--- src/hw/jtpc_pkg.sv ---
//------------------------------------------------------------------------------
// Summary of operation
// - Test data input is shifted into the selected register on test clock rising edges.
// - Mode select and data inputs are sampled only on test clock rising edges.
// - Test data output changes only on test clock falling edges, and clears while test reset is low.
// - With test reset high, the test port controls the device.
// - With test reset low or open, normal mode runs and port inputs are ignored.
// - Event pin 1 is bidirectional; emulation logic sets its direction.
// - Software pull-inhibit controls switch pull-ups on data input, clock, mode select, select pin and event pin 1.
// - Test reset carries an internal pull-down, so open means functional mode.
// - Test data output is high impedance except while a scan is shifting.
// - On test reset low-then-high, latch the select pin to choose scan or emulation port.
//------------------------------------------------------------------------------
package jtpc_pkg;

  // Instruction register
  localparam int IR_W = 4;
  localparam logic [IR_W-1:0] IR_BYPASS = 4'hF;
  localparam logic [IR_W-1:0] IR_IDCODE = 4'h1;
  localparam logic [IR_W-1:0] IR_CAPTURE = 4'h1;

  // Identification value is arbitrary; the low bit must be one
  localparam int ID_W = 32;
  localparam logic [ID_W-1:0] ID_VALUE = 32'h0000_1001;

  // Synchroniser lane positions
  localparam int SYNC_STAGES = 2;
  localparam int LANES = 6;
  localparam int L_TCK = 0;
  localparam int L_TMS = 1;
  localparam int L_TDI = 2;
  localparam int L_TRST = 3;
  localparam int L_TAP_SELECT_PIN = 4;
  localparam int L_EMULATOR_EVENT_PIN_1 = 5;

  // Pull-inhibit control bit positions
  localparam int PI_W = 5;
  localparam int PI_TDI = 0;
  localparam int PI_TCK = 1;
  localparam int PI_TMS = 2;
  localparam int PI_TAP_SELECT_PIN = 3;
  localparam int PI_EMULATOR_EVENT_PIN_1 = 4;

  typedef enum logic [15:0] {
    ST_RESET = 16'h0001,
    ST_IDLE = 16'h0002,
    ST_SEL_DR = 16'h0004,
    ST_CAP_DR = 16'h0008,
    ST_SH_DR = 16'h0010,
    ST_EX1_DR = 16'h0020,
    ST_PAU_DR = 16'h0040,
    ST_EX2_DR = 16'h0080,
    ST_UPD_DR = 16'h0100,
    ST_SEL_IR = 16'h0200,
    ST_CAP_IR = 16'h0400,
    ST_SH_IR = 16'h0800,
    ST_EX1_IR = 16'h1000,
    ST_PAU_IR = 16'h2000,
    ST_EX2_IR = 16'h4000,
    ST_UPD_IR = 16'h8000
  } jtpc_state_e;

endpackage : jtpc_pkg

--- src/hw/jtpc_sync.sv ---
`timescale 1ns/1ps
module jtpc_sync #(
  parameter int W = 1,
  parameter int STAGES = 2
) (
  input wire logic core_clk, // Sampling clock
  input wire logic rst_b, // Synchronous reset, active low
  input wire logic [W-1:0] async_in, // Lanes from outside the domain
  output logic [W-1:0] sync_out // Lanes after the last stage
);

  logic [W-1:0] stage [STAGES];

  // Only the next stage reads each stage; reset clears to low
  always_ff @(posedge core_clk) begin
    if (!rst_b) begin
      for (int i = 0; i < STAGES; i++) begin
        stage[i] <= '0;
      end
    end else begin
      stage[0] <= async_in;
      for (int i = 1; i < STAGES; i++) begin
        stage[i] <= stage[i-1];
      end
    end
  end

  assign sync_out = stage[STAGES-1];

endmodule : jtpc_sync

--- src/hw/jtpc_top.sv ---
`timescale 1ns/1ps
module jtpc_top #(
  parameter int IR_W = jtpc_pkg::IR_W,
  parameter int ID_W = jtpc_pkg::ID_W,
  parameter logic [jtpc_pkg::ID_W-1:0] ID_VALUE = jtpc_pkg::ID_VALUE
) (
  input wire logic core_clk, // Core clock, 100 MHz
  input wire logic rst_b, // Synchronous reset, active low
  input wire logic tck_pin, // Test clock pin
  input wire logic tms_pin, // Test mode select pin
  input wire logic tdi_pin, // Test data input pin
  input wire logic trst_b_pin, // Test reset pin, active low
  output logic tdo_o, // Test data output value
  output logic tdo_oe, // Test data output enable
  input wire logic tap_select_pin_i, // Select pin level
  output logic tap_select_pin_o, // Select pin drive value
  output logic tap_select_pin_oe, // Select pin drive enable
  input wire logic emulator_event_pin_1_i, // Event pin 1 level
  output logic emulator_event_pin_1_o, // Event pin 1 drive value
  output logic emulator_event_pin_1_oe, // Event pin 1 drive enable
  input wire logic tap_select_pin_drive, // Emulation logic value for select pin
  input wire logic tap_select_pin_dir_out, // Emulation logic wants select pin as output
  input wire logic emulator_event_pin_1_drive, // Emulation logic value for event pin 1
  input wire logic emulator_event_pin_1_dir_out, // Emulation logic wants event pin 1 as output
  output logic tap_select_pin_event, // Synchronised select pin event to core
  output logic emulator_event_pin_1_event, // Synchronised event pin 1 to core
  input wire logic [jtpc_pkg::PI_W-1:0] pull_inhibit_reg_2, // Pull-up inhibit controls
  output logic [jtpc_pkg::PI_W-1:0] internal_pullup_en, // Pull-up enables
  output logic internal_pulldown_en, // Pull-down enable on test reset
  output logic test_mode, // Test port owns the device
  output logic tap_sel, // Latched select: 0 scan, 1 emulation
  output logic [IR_W-1:0] ir_value // Active instruction
);

  //----------------------------------------------------------------------------
  // Pin sampling
  //----------------------------------------------------------------------------
  logic [jtpc_pkg::LANES-1:0] pins_raw;
  logic [jtpc_pkg::LANES-1:0] pins_s;
  logic tck_d;
  logic trst_d;
  logic tck_rise;
  logic tck_fall;
  logic trst_rise;

  assign pins_raw[jtpc_pkg::L_TCK] = tck_pin;
  assign pins_raw[jtpc_pkg::L_TMS] = tms_pin;
  assign pins_raw[jtpc_pkg::L_TDI] = tdi_pin;
  assign pins_raw[jtpc_pkg::L_TRST] = trst_b_pin;
  assign pins_raw[jtpc_pkg::L_TAP_SELECT_PIN] = tap_select_pin_i;
  assign pins_raw[jtpc_pkg::L_EMULATOR_EVENT_PIN_1] = emulator_event_pin_1_i;

  jtpc_sync #(
    .W(jtpc_pkg::LANES),
    .STAGES(jtpc_pkg::SYNC_STAGES)
  ) i_jtpc_sync (
    .core_clk(core_clk),
    .rst_b(rst_b),
    .async_in(pins_raw),
    .sync_out(pins_s)
  );

  always_ff @(posedge core_clk) begin
    if (!rst_b) begin
      tck_d <= 1'b0;
      trst_d <= 1'b0;
    end else begin
      tck_d <= pins_s[jtpc_pkg::L_TCK];
      trst_d <= pins_s[jtpc_pkg::L_TRST];
    end
  end

  assign tck_rise = pins_s[jtpc_pkg::L_TCK] & ~tck_d;
  assign tck_fall = ~pins_s[jtpc_pkg::L_TCK] & tck_d;
  assign trst_rise = pins_s[jtpc_pkg::L_TRST] & ~trst_d;

  // Open pin reads low through the pull-down, so functional mode holds
  assign test_mode = pins_s[jtpc_pkg::L_TRST];
  assign internal_pulldown_en = 1'b1;

  //----------------------------------------------------------------------------
  // Pull-up control
  //----------------------------------------------------------------------------
  assign internal_pullup_en = ~pull_inhibit_reg_2;

  //----------------------------------------------------------------------------
  // Controller
  //----------------------------------------------------------------------------
  jtpc_pkg::jtpc_state_e state;
  jtpc_pkg::jtpc_state_e next_state;

  function automatic jtpc_pkg::jtpc_state_e step(input jtpc_pkg::jtpc_state_e s,
                                                 input logic tms);
    case (s)
      jtpc_pkg::ST_RESET: step = tms ? jtpc_pkg::ST_RESET : jtpc_pkg::ST_IDLE;
      jtpc_pkg::ST_IDLE: step = tms ? jtpc_pkg::ST_SEL_DR : jtpc_pkg::ST_IDLE;
      jtpc_pkg::ST_SEL_DR: step = tms ? jtpc_pkg::ST_SEL_IR : jtpc_pkg::ST_CAP_DR;
      jtpc_pkg::ST_CAP_DR: step = tms ? jtpc_pkg::ST_EX1_DR : jtpc_pkg::ST_SH_DR;
      jtpc_pkg::ST_SH_DR: step = tms ? jtpc_pkg::ST_EX1_DR : jtpc_pkg::ST_SH_DR;
      jtpc_pkg::ST_EX1_DR: step = tms ? jtpc_pkg::ST_UPD_DR : jtpc_pkg::ST_PAU_DR;
      jtpc_pkg::ST_PAU_DR: step = tms ? jtpc_pkg::ST_EX2_DR : jtpc_pkg::ST_PAU_DR;
      jtpc_pkg::ST_EX2_DR: step = tms ? jtpc_pkg::ST_UPD_DR : jtpc_pkg::ST_SH_DR;
      jtpc_pkg::ST_UPD_DR: step = tms ? jtpc_pkg::ST_SEL_DR : jtpc_pkg::ST_IDLE;
      jtpc_pkg::ST_SEL_IR: step = tms ? jtpc_pkg::ST_RESET : jtpc_pkg::ST_CAP_IR;
      jtpc_pkg::ST_CAP_IR: step = tms ? jtpc_pkg::ST_EX1_IR : jtpc_pkg::ST_SH_IR;
      jtpc_pkg::ST_SH_IR: step = tms ? jtpc_pkg::ST_EX1_IR : jtpc_pkg::ST_SH_IR;
      jtpc_pkg::ST_EX1_IR: step = tms ? jtpc_pkg::ST_UPD_IR : jtpc_pkg::ST_PAU_IR;
      jtpc_pkg::ST_PAU_IR: step = tms ? jtpc_pkg::ST_EX2_IR : jtpc_pkg::ST_PAU_IR;
      jtpc_pkg::ST_EX2_IR: step = tms ? jtpc_pkg::ST_UPD_IR : jtpc_pkg::ST_SH_IR;
      jtpc_pkg::ST_UPD_IR: step = tms ? jtpc_pkg::ST_SEL_DR : jtpc_pkg::ST_IDLE;
      default: step = jtpc_pkg::ST_RESET;
    endcase
  endfunction : step

  assign next_state = step(state, pins_s[jtpc_pkg::L_TMS]);

  // Low test reset forces reset state on the next core clock edge once synchronised, whatever the test clock does
  always_ff @(posedge core_clk) begin
    if (!rst_b || !test_mode) begin
      state <= jtpc_pkg::ST_RESET;
    end else if (tck_rise) begin
      state <= next_state;
    end
  end

  //----------------------------------------------------------------------------
  // Instruction register
  //----------------------------------------------------------------------------
  logic [IR_W-1:0] ir_shift;

  always_ff @(posedge core_clk) begin
    if (!rst_b || !test_mode) begin
      ir_shift <= jtpc_pkg::IR_CAPTURE;
      ir_value <= jtpc_pkg::IR_IDCODE;
    end else if (tck_rise) begin
      case (state)
        jtpc_pkg::ST_RESET: begin
          ir_value <= jtpc_pkg::IR_IDCODE;
        end
        jtpc_pkg::ST_CAP_IR: begin
          ir_shift <= jtpc_pkg::IR_CAPTURE;
        end
        jtpc_pkg::ST_SH_IR: begin
          ir_shift <= {pins_s[jtpc_pkg::L_TDI], ir_shift[IR_W-1:1]};
        end
        jtpc_pkg::ST_UPD_IR: begin
          ir_value <= ir_shift;
        end
        default: begin
          ir_value <= ir_value;
        end
      endcase
    end
  end

  //----------------------------------------------------------------------------
  // Data registers
  //----------------------------------------------------------------------------
  logic bypass_reg;
  logic [ID_W-1:0] id_shift;
  logic sel_id;

  assign sel_id = (ir_value == jtpc_pkg::IR_IDCODE);

  always_ff @(posedge core_clk) begin
    if (!rst_b || !test_mode) begin
      bypass_reg <= 1'b0;
      id_shift <= ID_VALUE;
    end else if (tck_rise) begin
      case (state)
        jtpc_pkg::ST_CAP_DR: begin
          bypass_reg <= 1'b0;
          id_shift <= ID_VALUE;
        end
        jtpc_pkg::ST_SH_DR: begin
          if (sel_id) begin
            id_shift <= {pins_s[jtpc_pkg::L_TDI], id_shift[ID_W-1:1]};
          end else begin
            bypass_reg <= pins_s[jtpc_pkg::L_TDI];
          end
        end
        default: begin
          bypass_reg <= bypass_reg;
        end
      endcase
    end
  end

  //----------------------------------------------------------------------------
  // Test data output
  //----------------------------------------------------------------------------
  // Value and enable move together on the falling edge, giving a half period
  // of setup before the tester samples on the next rising edge
  always_ff @(posedge core_clk) begin
    if (!rst_b || !test_mode) begin
      tdo_o <= 1'b0;
      tdo_oe <= 1'b0;
    end else if (tck_fall) begin
      tdo_oe <= (state == jtpc_pkg::ST_SH_IR) || (state == jtpc_pkg::ST_SH_DR);
      if (state == jtpc_pkg::ST_SH_IR) begin
        tdo_o <= ir_shift[0];
      end else if (sel_id) begin
        tdo_o <= id_shift[0];
      end else begin
        tdo_o <= bypass_reg;
      end
    end
  end

  //----------------------------------------------------------------------------
  // Port selection and emulation event pins
  //----------------------------------------------------------------------------
  always_ff @(posedge core_clk) begin
    if (!rst_b) begin
      tap_sel <= 1'b0;
    end else if (trst_rise) begin
      tap_sel <= pins_s[jtpc_pkg::L_TAP_SELECT_PIN];
    end
  end

  // Pins drive only in test mode; in functional mode the core sees nothing
  assign emulator_event_pin_1_o = emulator_event_pin_1_drive;
  assign emulator_event_pin_1_oe = test_mode & emulator_event_pin_1_dir_out;
  assign tap_select_pin_o = tap_select_pin_drive;
  assign tap_select_pin_oe = test_mode & tap_select_pin_dir_out;

  always_ff @(posedge core_clk) begin
    if (!rst_b || !test_mode) begin
      emulator_event_pin_1_event <= 1'b0;
      tap_select_pin_event <= 1'b0;
    end else begin
      emulator_event_pin_1_event <= pins_s[jtpc_pkg::L_EMULATOR_EVENT_PIN_1] & ~emulator_event_pin_1_dir_out;
      tap_select_pin_event <= pins_s[jtpc_pkg::L_TAP_SELECT_PIN] & ~tap_select_pin_dir_out;
    end
  end

endmodule : jtpc_top

--- config.mk ---
export PLATFORM = sky130hd
export DESIGN_NAME = jtpc_top
export DESIGN_NICKNAME = d
export VERILOG_FILES = /design/src/hw/jtpc_pkg.sv /design/src/hw/jtpc_sync.sv /design/src/hw/jtpc_top.sv
export SDC_FILE = /design/constraint.sdc
export NUM_CORES = 1
export LEC_CHECK = 0
export BUFFER_PORTS_ARGS = -buffer_cell sky130_fd_sc_hd__buf_2
export CORE_ASPECT_RATIO = 0.9
export CORE_MARGIN = 2
export CORE_UTILIZATION = 55
export CTS_CLUSTER_SIZE = 8
export DETAILED_ROUTE_END_ITERATION = 7
export GPL_TIMING_DRIVEN = 0
export PLACE_DENSITY = 0.84
export SYNTH_ARGS = -nofsm -noshare
export SYNTH_HDL_FRONTEND = slang
export SYNTH_SLANG_ARGS = --single-unit
--- constraint.sdc ---
create_clock -name core_clk -period 5.2 [get_ports core_clk]
set_clock_uncertainty 0.1 [all_clocks]
set_input_delay 0.26 -clock core_clk [delete_from_list [all_inputs] [get_ports core_clk]]
set_output_delay 0.26 -clock core_clk [all_outputs]
set_load 0.01 [all_outputs]
# After elaboration in Yosys (flattened, before gate mapping)
# Memories as Yosys holds them, arrays and structs flattened.
# Index checks and enable logic that the tools add are counted.
[totals]
latchBits = 0
regBits = 64
out_inout_bits = 20
mem_bits_rw = 12
memories = 1
in_bits = 17
romBits = 0
word_cells = 86
[memory_table]
columns = ["name", "depth", "width", "rd", "rd_clocked_by_memory_dff", "wr", "line", "source"]
rows = [
  ["i_jtpc_sync.stage", 2, 6, 2, 0, 2, "jtpc_sync.sv:12", "logic [W-1:0] stage [STAGES];"],
]
[classes]
eq_ne = 19
mux = 25
shift = 0
n_bitwise = 15
n_addsub = 0
n_mul = 0
order_cmp = 0
n_div = 0
n_reduce_logical = 14
[ops]
columns = ["cell", "n"]
rows = [
  ["one-hot mux 16 bit (12 select lines)", 1],
  ["one-hot mux 32 bit (2 select lines)", 1],
  ["two-way mux 16 bit", 2],
  ["two-way mux 32 bit", 1],
  ["two-way mux 6 bit", 3],
  ["two-way mux 9 bit", 2],
  ["== test 16 x 1 -> 1 bit (second input constant)", 1],
  ["== test 16 x 10 -> 1 bit (second input constant)", 1],
  ["== test 16 x 11 -> 1 bit (second input constant)", 1],
  ["== test 16 x 12 -> 1 bit (second input constant)", 1],
  ["== test 16 x 13 -> 1 bit (second input constant)", 1],
  ["== test 16 x 14 -> 1 bit (second input constant)", 1],
  ["== test 16 x 15 -> 1 bit (second input constant)", 1],
  ["== test 16 bit (second input constant)", 1],
  ["== test 16 x 2 -> 1 bit (second input constant)", 1],
  ["== test 16 x 3 -> 1 bit (second input constant)", 1],
  ["== test 16 x 4 -> 1 bit (second input constant)", 1],
  ["== test 16 x 5 -> 1 bit (second input constant)", 1],
  ["== test 16 x 6 -> 1 bit (second input constant)", 1],
  ["== test 16 x 7 -> 1 bit (second input constant)", 1],
  ["== test 16 x 8 -> 1 bit (second input constant)", 1],
  ["== test 16 x 9 -> 1 bit (second input constant)", 1],
  ["one-hot mux 4 bit (2 select lines)", 2],
  ["two-way mux 15 bit", 1],
  ["21 further kinds", 44],
]

# Longest topological paths before layout
[logic_depth]
depth_word = 3
mapped_depth = 8
mapped_depth_nobuf = 5

# Modules after synthesis
# From an unflattened synthesis, not the netlist that was laid out.
[hier_totals]
cells_unflattened = 406
hier_area_um2 = 3542.1
[by_module_without_submodules]
columns = ["mod", "cells_per_inst", "seq_area_each_um2", "instances", "area_each_um2"]
rows = [
  ["jtpc_top", 375, 1281.2, 1, 3160.5],
  ["jtpc_sync", 31, 240.2, 1, 381.6],
]

# Worst setup path after synthesis
# OpenSTA, ideal clock, no wires.
[synth_path]
kind = "register to register"
start = "reg state[12]"
end = "reg tdo_o"
path_slack_ps = 2996
n_path_buf = 3
t_required_ps = 4979
setup_time_ps = 121
arrival_time_ps = 1983
path_stages_with_launch = 9
synth_period_minus_slack_ps = 2204
cell_sequence = "dfxtp_1 buf_6 or4_4 buf_6 nor4_4 and3_1 buf_6 mux2i_1 o31ai_2"
[synth_via]
elab_chain_cells = 2
[synth_rtl]
columns = ["item", "line", "source"]
rows = [
  ["start: declaration", "jtpc_top.sv:89", "jtpc_pkg::jtpc_state_e state;"],
  ["start signal: assignment", "jtpc_top.sv:120", "state <= jtpc_pkg::ST_RESET;"],
  ["start signal: assignment", "jtpc_top.sv:122", "state <= next_state;"],
  ["== test 16 x 12 -> 1 bit", "jtpc_top.sv:200", "if (state == jtpc_pkg::ST_SH_IR) begin"],
  ["two-way mux 1 bit", "jtpc_top.sv:200", ""],
  ["end signal: assignment", "jtpc_top.sv:201", "tdo_o <= ir_shift[0];"],
  ["end signal: assignment", "jtpc_top.sv:203", "tdo_o <= id_shift[0];"],
  ["end signal: assignment", "jtpc_top.sv:205", "tdo_o <= bypass_reg;"],
  ["end: declaration", "jtpc_top.sv:13", "output logic tdo_o,"],
]
# Every way passes these cells.
# A chain may end at the register's enable or synchronous reset.

# Worst setup path after layout
[layout_path]
start = "reg state[0]"
end = "reg id_shift[2]"
[layout_via]
elab_chain_cells = 3
elab_cells_between_ends = 6
cone_classes = "3 x eq/ne; 1 x mux; 2 x reduce/logical"
[layout_rtl]
columns = ["item", "line", "source"]
rows = [
  ["== test 16 x 5 -> 1 bit or == test 16 x 4 -> 1 bit (tied branches)", "jtpc_top.sv:170", "case (state)"],
  ["!= test 2 bit (no source line) or nonzero test 2 bit (tied branches)", "n/a", ""],
  ["AND reduction 3 bit (no source line)", "n/a", ""],
  ["end signal: assignment", "jtpc_top.sv:177", "id_shift <= {pins_s[jtpc_pkg::L_TDI], id_shift[ID_W-1:1]};"],
  ["end: declaration", "jtpc_top.sv:160", "logic [ID_W-1:0] id_shift;"],
]
# Several ways; a longest one is shown, not always the timed one.

==> impl_results.md <==
* Fmax achieved at 0.389 GHz
* Clock slew at reported path FFs at 0.08 ns
* Critical path's largest stage delay at 0.55 ns
* Syn_nets at 368
* Post-cts gate resize count at 0
* Synth Register Bits at 76
* Cts bufs inserted at 9
* GR Util met1 at about 30%
* Cell variety after synth at 47
* Total GRT Usage at between 20% and 30%
* Max-cap viol count at 0
* Hold WC Path Type: input pin to flop
* Rows at 25
* Combinational Power Share at under 10%
* Status: finished clean
* Remaining DRCs at 0
* Initial drt markers at 223
* Syn Std Cell Area at 3110 um2
* Synthesis warning total at 0
* First-pass GRT wire length at ~12 mm
* DP HPWL at between 4 and 5 mm
* Async SR Flop Fraction at 0%
* RSZ-0062 raised after global routing: no
* DIE AREA at 6280 um2
* Area growth syn-to-layout at 16.8%
* Final Slew Violations at 0
* Routed len/inst at 14.5 um
* Grt total ovfl at 0
* Clock sinks at 76
* Max FO, Critical Path at 10
* Final hold violations at 0
* Slew @ Worst Pin at 0.976 ns
* Synth Instances at 351
* Die height at 75.4 um
* Top flop regs: id_shift x32, state x16, i_jtpc_sync.stage x12
* Met2 Use GR at 39.2%
* Required time of the worst setup path at 5.32 ns
* PwrDens at 310 nW/um2
* Proportion of layout cells with a drive suffix above 1 at about 17%
* Clk pwr share at 44.7%
* Setup TNS Final at 0 ns
* Flop pwr share at 52.2%
* Routing usage on met3 at 7.04%
* Setup CP Type: flop to flop
* Placer Congestion at 0.919
* Switching Share at 21.3%
* Reg with most FFs: id_shift
* P_int at 0.888 mW
* Die Span X at 83.3 um
* Final period util at 49.4%
* Total routed wirelength at about 6.9 mm
* Initial Utilization at between 50 and 60%
* Max Root-Sink Buffers at 2
* Clock Latency Late Sink at around 0.36 ns
* ANT nets after route at 0
* Post-synth top flop: dfxtp_1
* Relative slew slack at 34.0%
* Worst setup EP type: flop
* Psw at 0.240 mW
* Worst EP arrival at 2.69 ns
* CP cell instances: or4_1, clkbuf_1, nor4_2, a21oi_1, nor2_1, buf_2, o22ai_1
* Synth Area per Inst at 8.87 um2
* Max reg flops at 32
* Avg Vias per Cell at 5.85
* Vias in the first global route at between 2000 and 3000
* Setup crit start kind: flop
* Inst Count DP at 451
* I/O pin cnt at 37
* Initial antenna violation count at 0
* Core Region at between 5000 and 6000 um2
* CTS H-Tree Depth at 3
* VDD IR max at 287 uV
* Via count at 2760
* Pre-antenna DRT Iters at 5
* Leak at 1.37 nW
* Slowest cell on the critical path: or4_1
* Final setup vio count at 0
* TritonCTS clock tree: done
* N_diodes at 0
* Nets@finish at between 400 and 500
* Pin count of the biggest net entering global routing at 14
* # fillers at 434
* IO Port Bufs at 33
* Clock tree root driver cell: clkbuf_8
* EDFF count, synth at 0
* Crit path time final at approximately 2.6 ns
* Most Used Layer, Global Route: met2
* Final Instance Count excl. Fillers at 472
* Sequential area share after synthesis at 48.9%
==> power by group through the flow <==
stage | logic (mW) | clock network, mW | registers [mW]
finish | 0.0343 | 0.505 | 0.589
global route | 0.0379 | 0.534 | 0.590
CTS | 0.0342 | 0.511 | 0.589
detailed placement | 0.0311 | 0 | 0.603
global placement | 0.0304 | 0 | 0.603
floorplan | 0.0179 | 0 | 0.602
==> stage by stage <==
step / hold WS [ns] / util [%] / total power, mW / instance area (um2) / setup WS [ns]
2_1_floorplan: 0.236 / - / 0.620 / 3110 / 3.00
3_3_place_gp: 0.314 / 62.9 / 0.633 / 3360 / 2.75
3_5_place_dp: 0.319 / 62.9 / 0.634 / 3360 / 2.74
4_1_cts: 0.00274 / 68.0 / 1.13 / 3640 / 2.67
5_1_grt: 0.0168 / 68.0 / 1.16 / 3640 / 2.48
6_report: 0.0148 / 68.0 / 1.13 / 3640 / 2.63
==> final cells by class <==
type | instances | area [um2] | share of cell area, %
buffer | 29 | 153 | 4.20
clock buffer | 11 | 141 | 3.89
clock inverter | 5 | 83.8 | 2.30
inverter | 6 | 22.5 | 0.619
multi-input combinational | 240 | 1420 | 38.9
sequential | 76 | 1520 | 41.8
tap | 67 | 83.8 | 2.30
timing repair buffer | 38 | 215 | 5.92
==> layout by cell type (no fill, tap or decap), types with 10 or more instances in the layout <==
cell type	count
dfxtp_1	76
nand2_1	47
buf_2	38
o22ai_1	30
nor2_1	22
and2_1	18
clkbuf_1	18
a21oi_1	13
nor4_1	11
nand3_1	10
a22oi_1	10
clkbuf_8	10
==> layer usage <==
| metal | share of wire, % | up-vias | wire, um |
|---|---|---|---|
| met3 | 9.4 | 14 | 647 |
| met4 | 1.2 | 0 | 85 |
| met2 | 44 | 148 | 3010 |
| met5 | 0 | - | 0 |
| met1 | 45 | 1240 | 3110 |
| li1 | - | 1358 | - |
==> cell families (layout without fill, tap and decap cells) <==
logic type             Yosys count  in the layout  synth area share, %
AND/OR/NAND/NOR                155            155                 27.2
flip-flops                      76             76                 48.9
AO/OA/AOI/OAI                   74             74                 15.2
buffers and inverters           35             89                 5.63
XOR/XNOR                         7              7                 1.97
multiplexers                     3              3                 1.00
other                            1              1                0.120
==> timing repair <==
action                    4_1_cts  5_1_grt
setup buffers                   0        0
hold endpoints to repair        5        0
hold buffers                    5        0
==> worst max-delay path: cells and delay by family (launching register included) <==
family	cells	cell delay [ns]
and+or+nand+nor	3	1.23
AOI/OAI and AO/OA	2	0.21
DFF	1	0.40
buffers and inverters	2	0.49
==> final timing paths <==
check	startpoint	endpoint	slack, ns	cells past startpoint
max reg2reg	state[0]	id_shift[2]	2.63	7
min	tck_pin	i_jtpc_sync.stage[0][0]	0.01	2
max	state[0]	id_shift[2]	2.63	7
min reg2reg	i_jtpc_sync.stage[0][5]	i_jtpc_sync.stage[0][11]	0.33	1
==> cell usage after synthesis, drive strengths merged (2+ instances only) <==
cell type  number  area [um2]
buf            12        88.8
mux2i           2        20.0
a21oi          13        65.1
nor4           13         103
or4             4        33.8
nand4           2        12.5
or4b            3        30.0
o211ai          2        15.0
nand2          47         176
nor2           22        82.6
and2           18         113
clkbuf         17        63.8
inv             6        22.5
and4b           2        20.0
dfxtp          76        1520
nand2b          2        12.5
nor2b           7        43.8
o21ai          10        50.0
nor3b           7        52.6
a32oi           2        17.5
nor3            6        30.0
o31a            2        17.5
xnor2           4        35.0
a22oi          10        75.1
nand4b          2        17.5
and3            3        18.8
or3             3        18.8
xor2            3        26.3
nor4b           2        17.5
o22ai          30         188
nand3          10        50.1
Note: power is estimated with default switching activity, not from simulation.
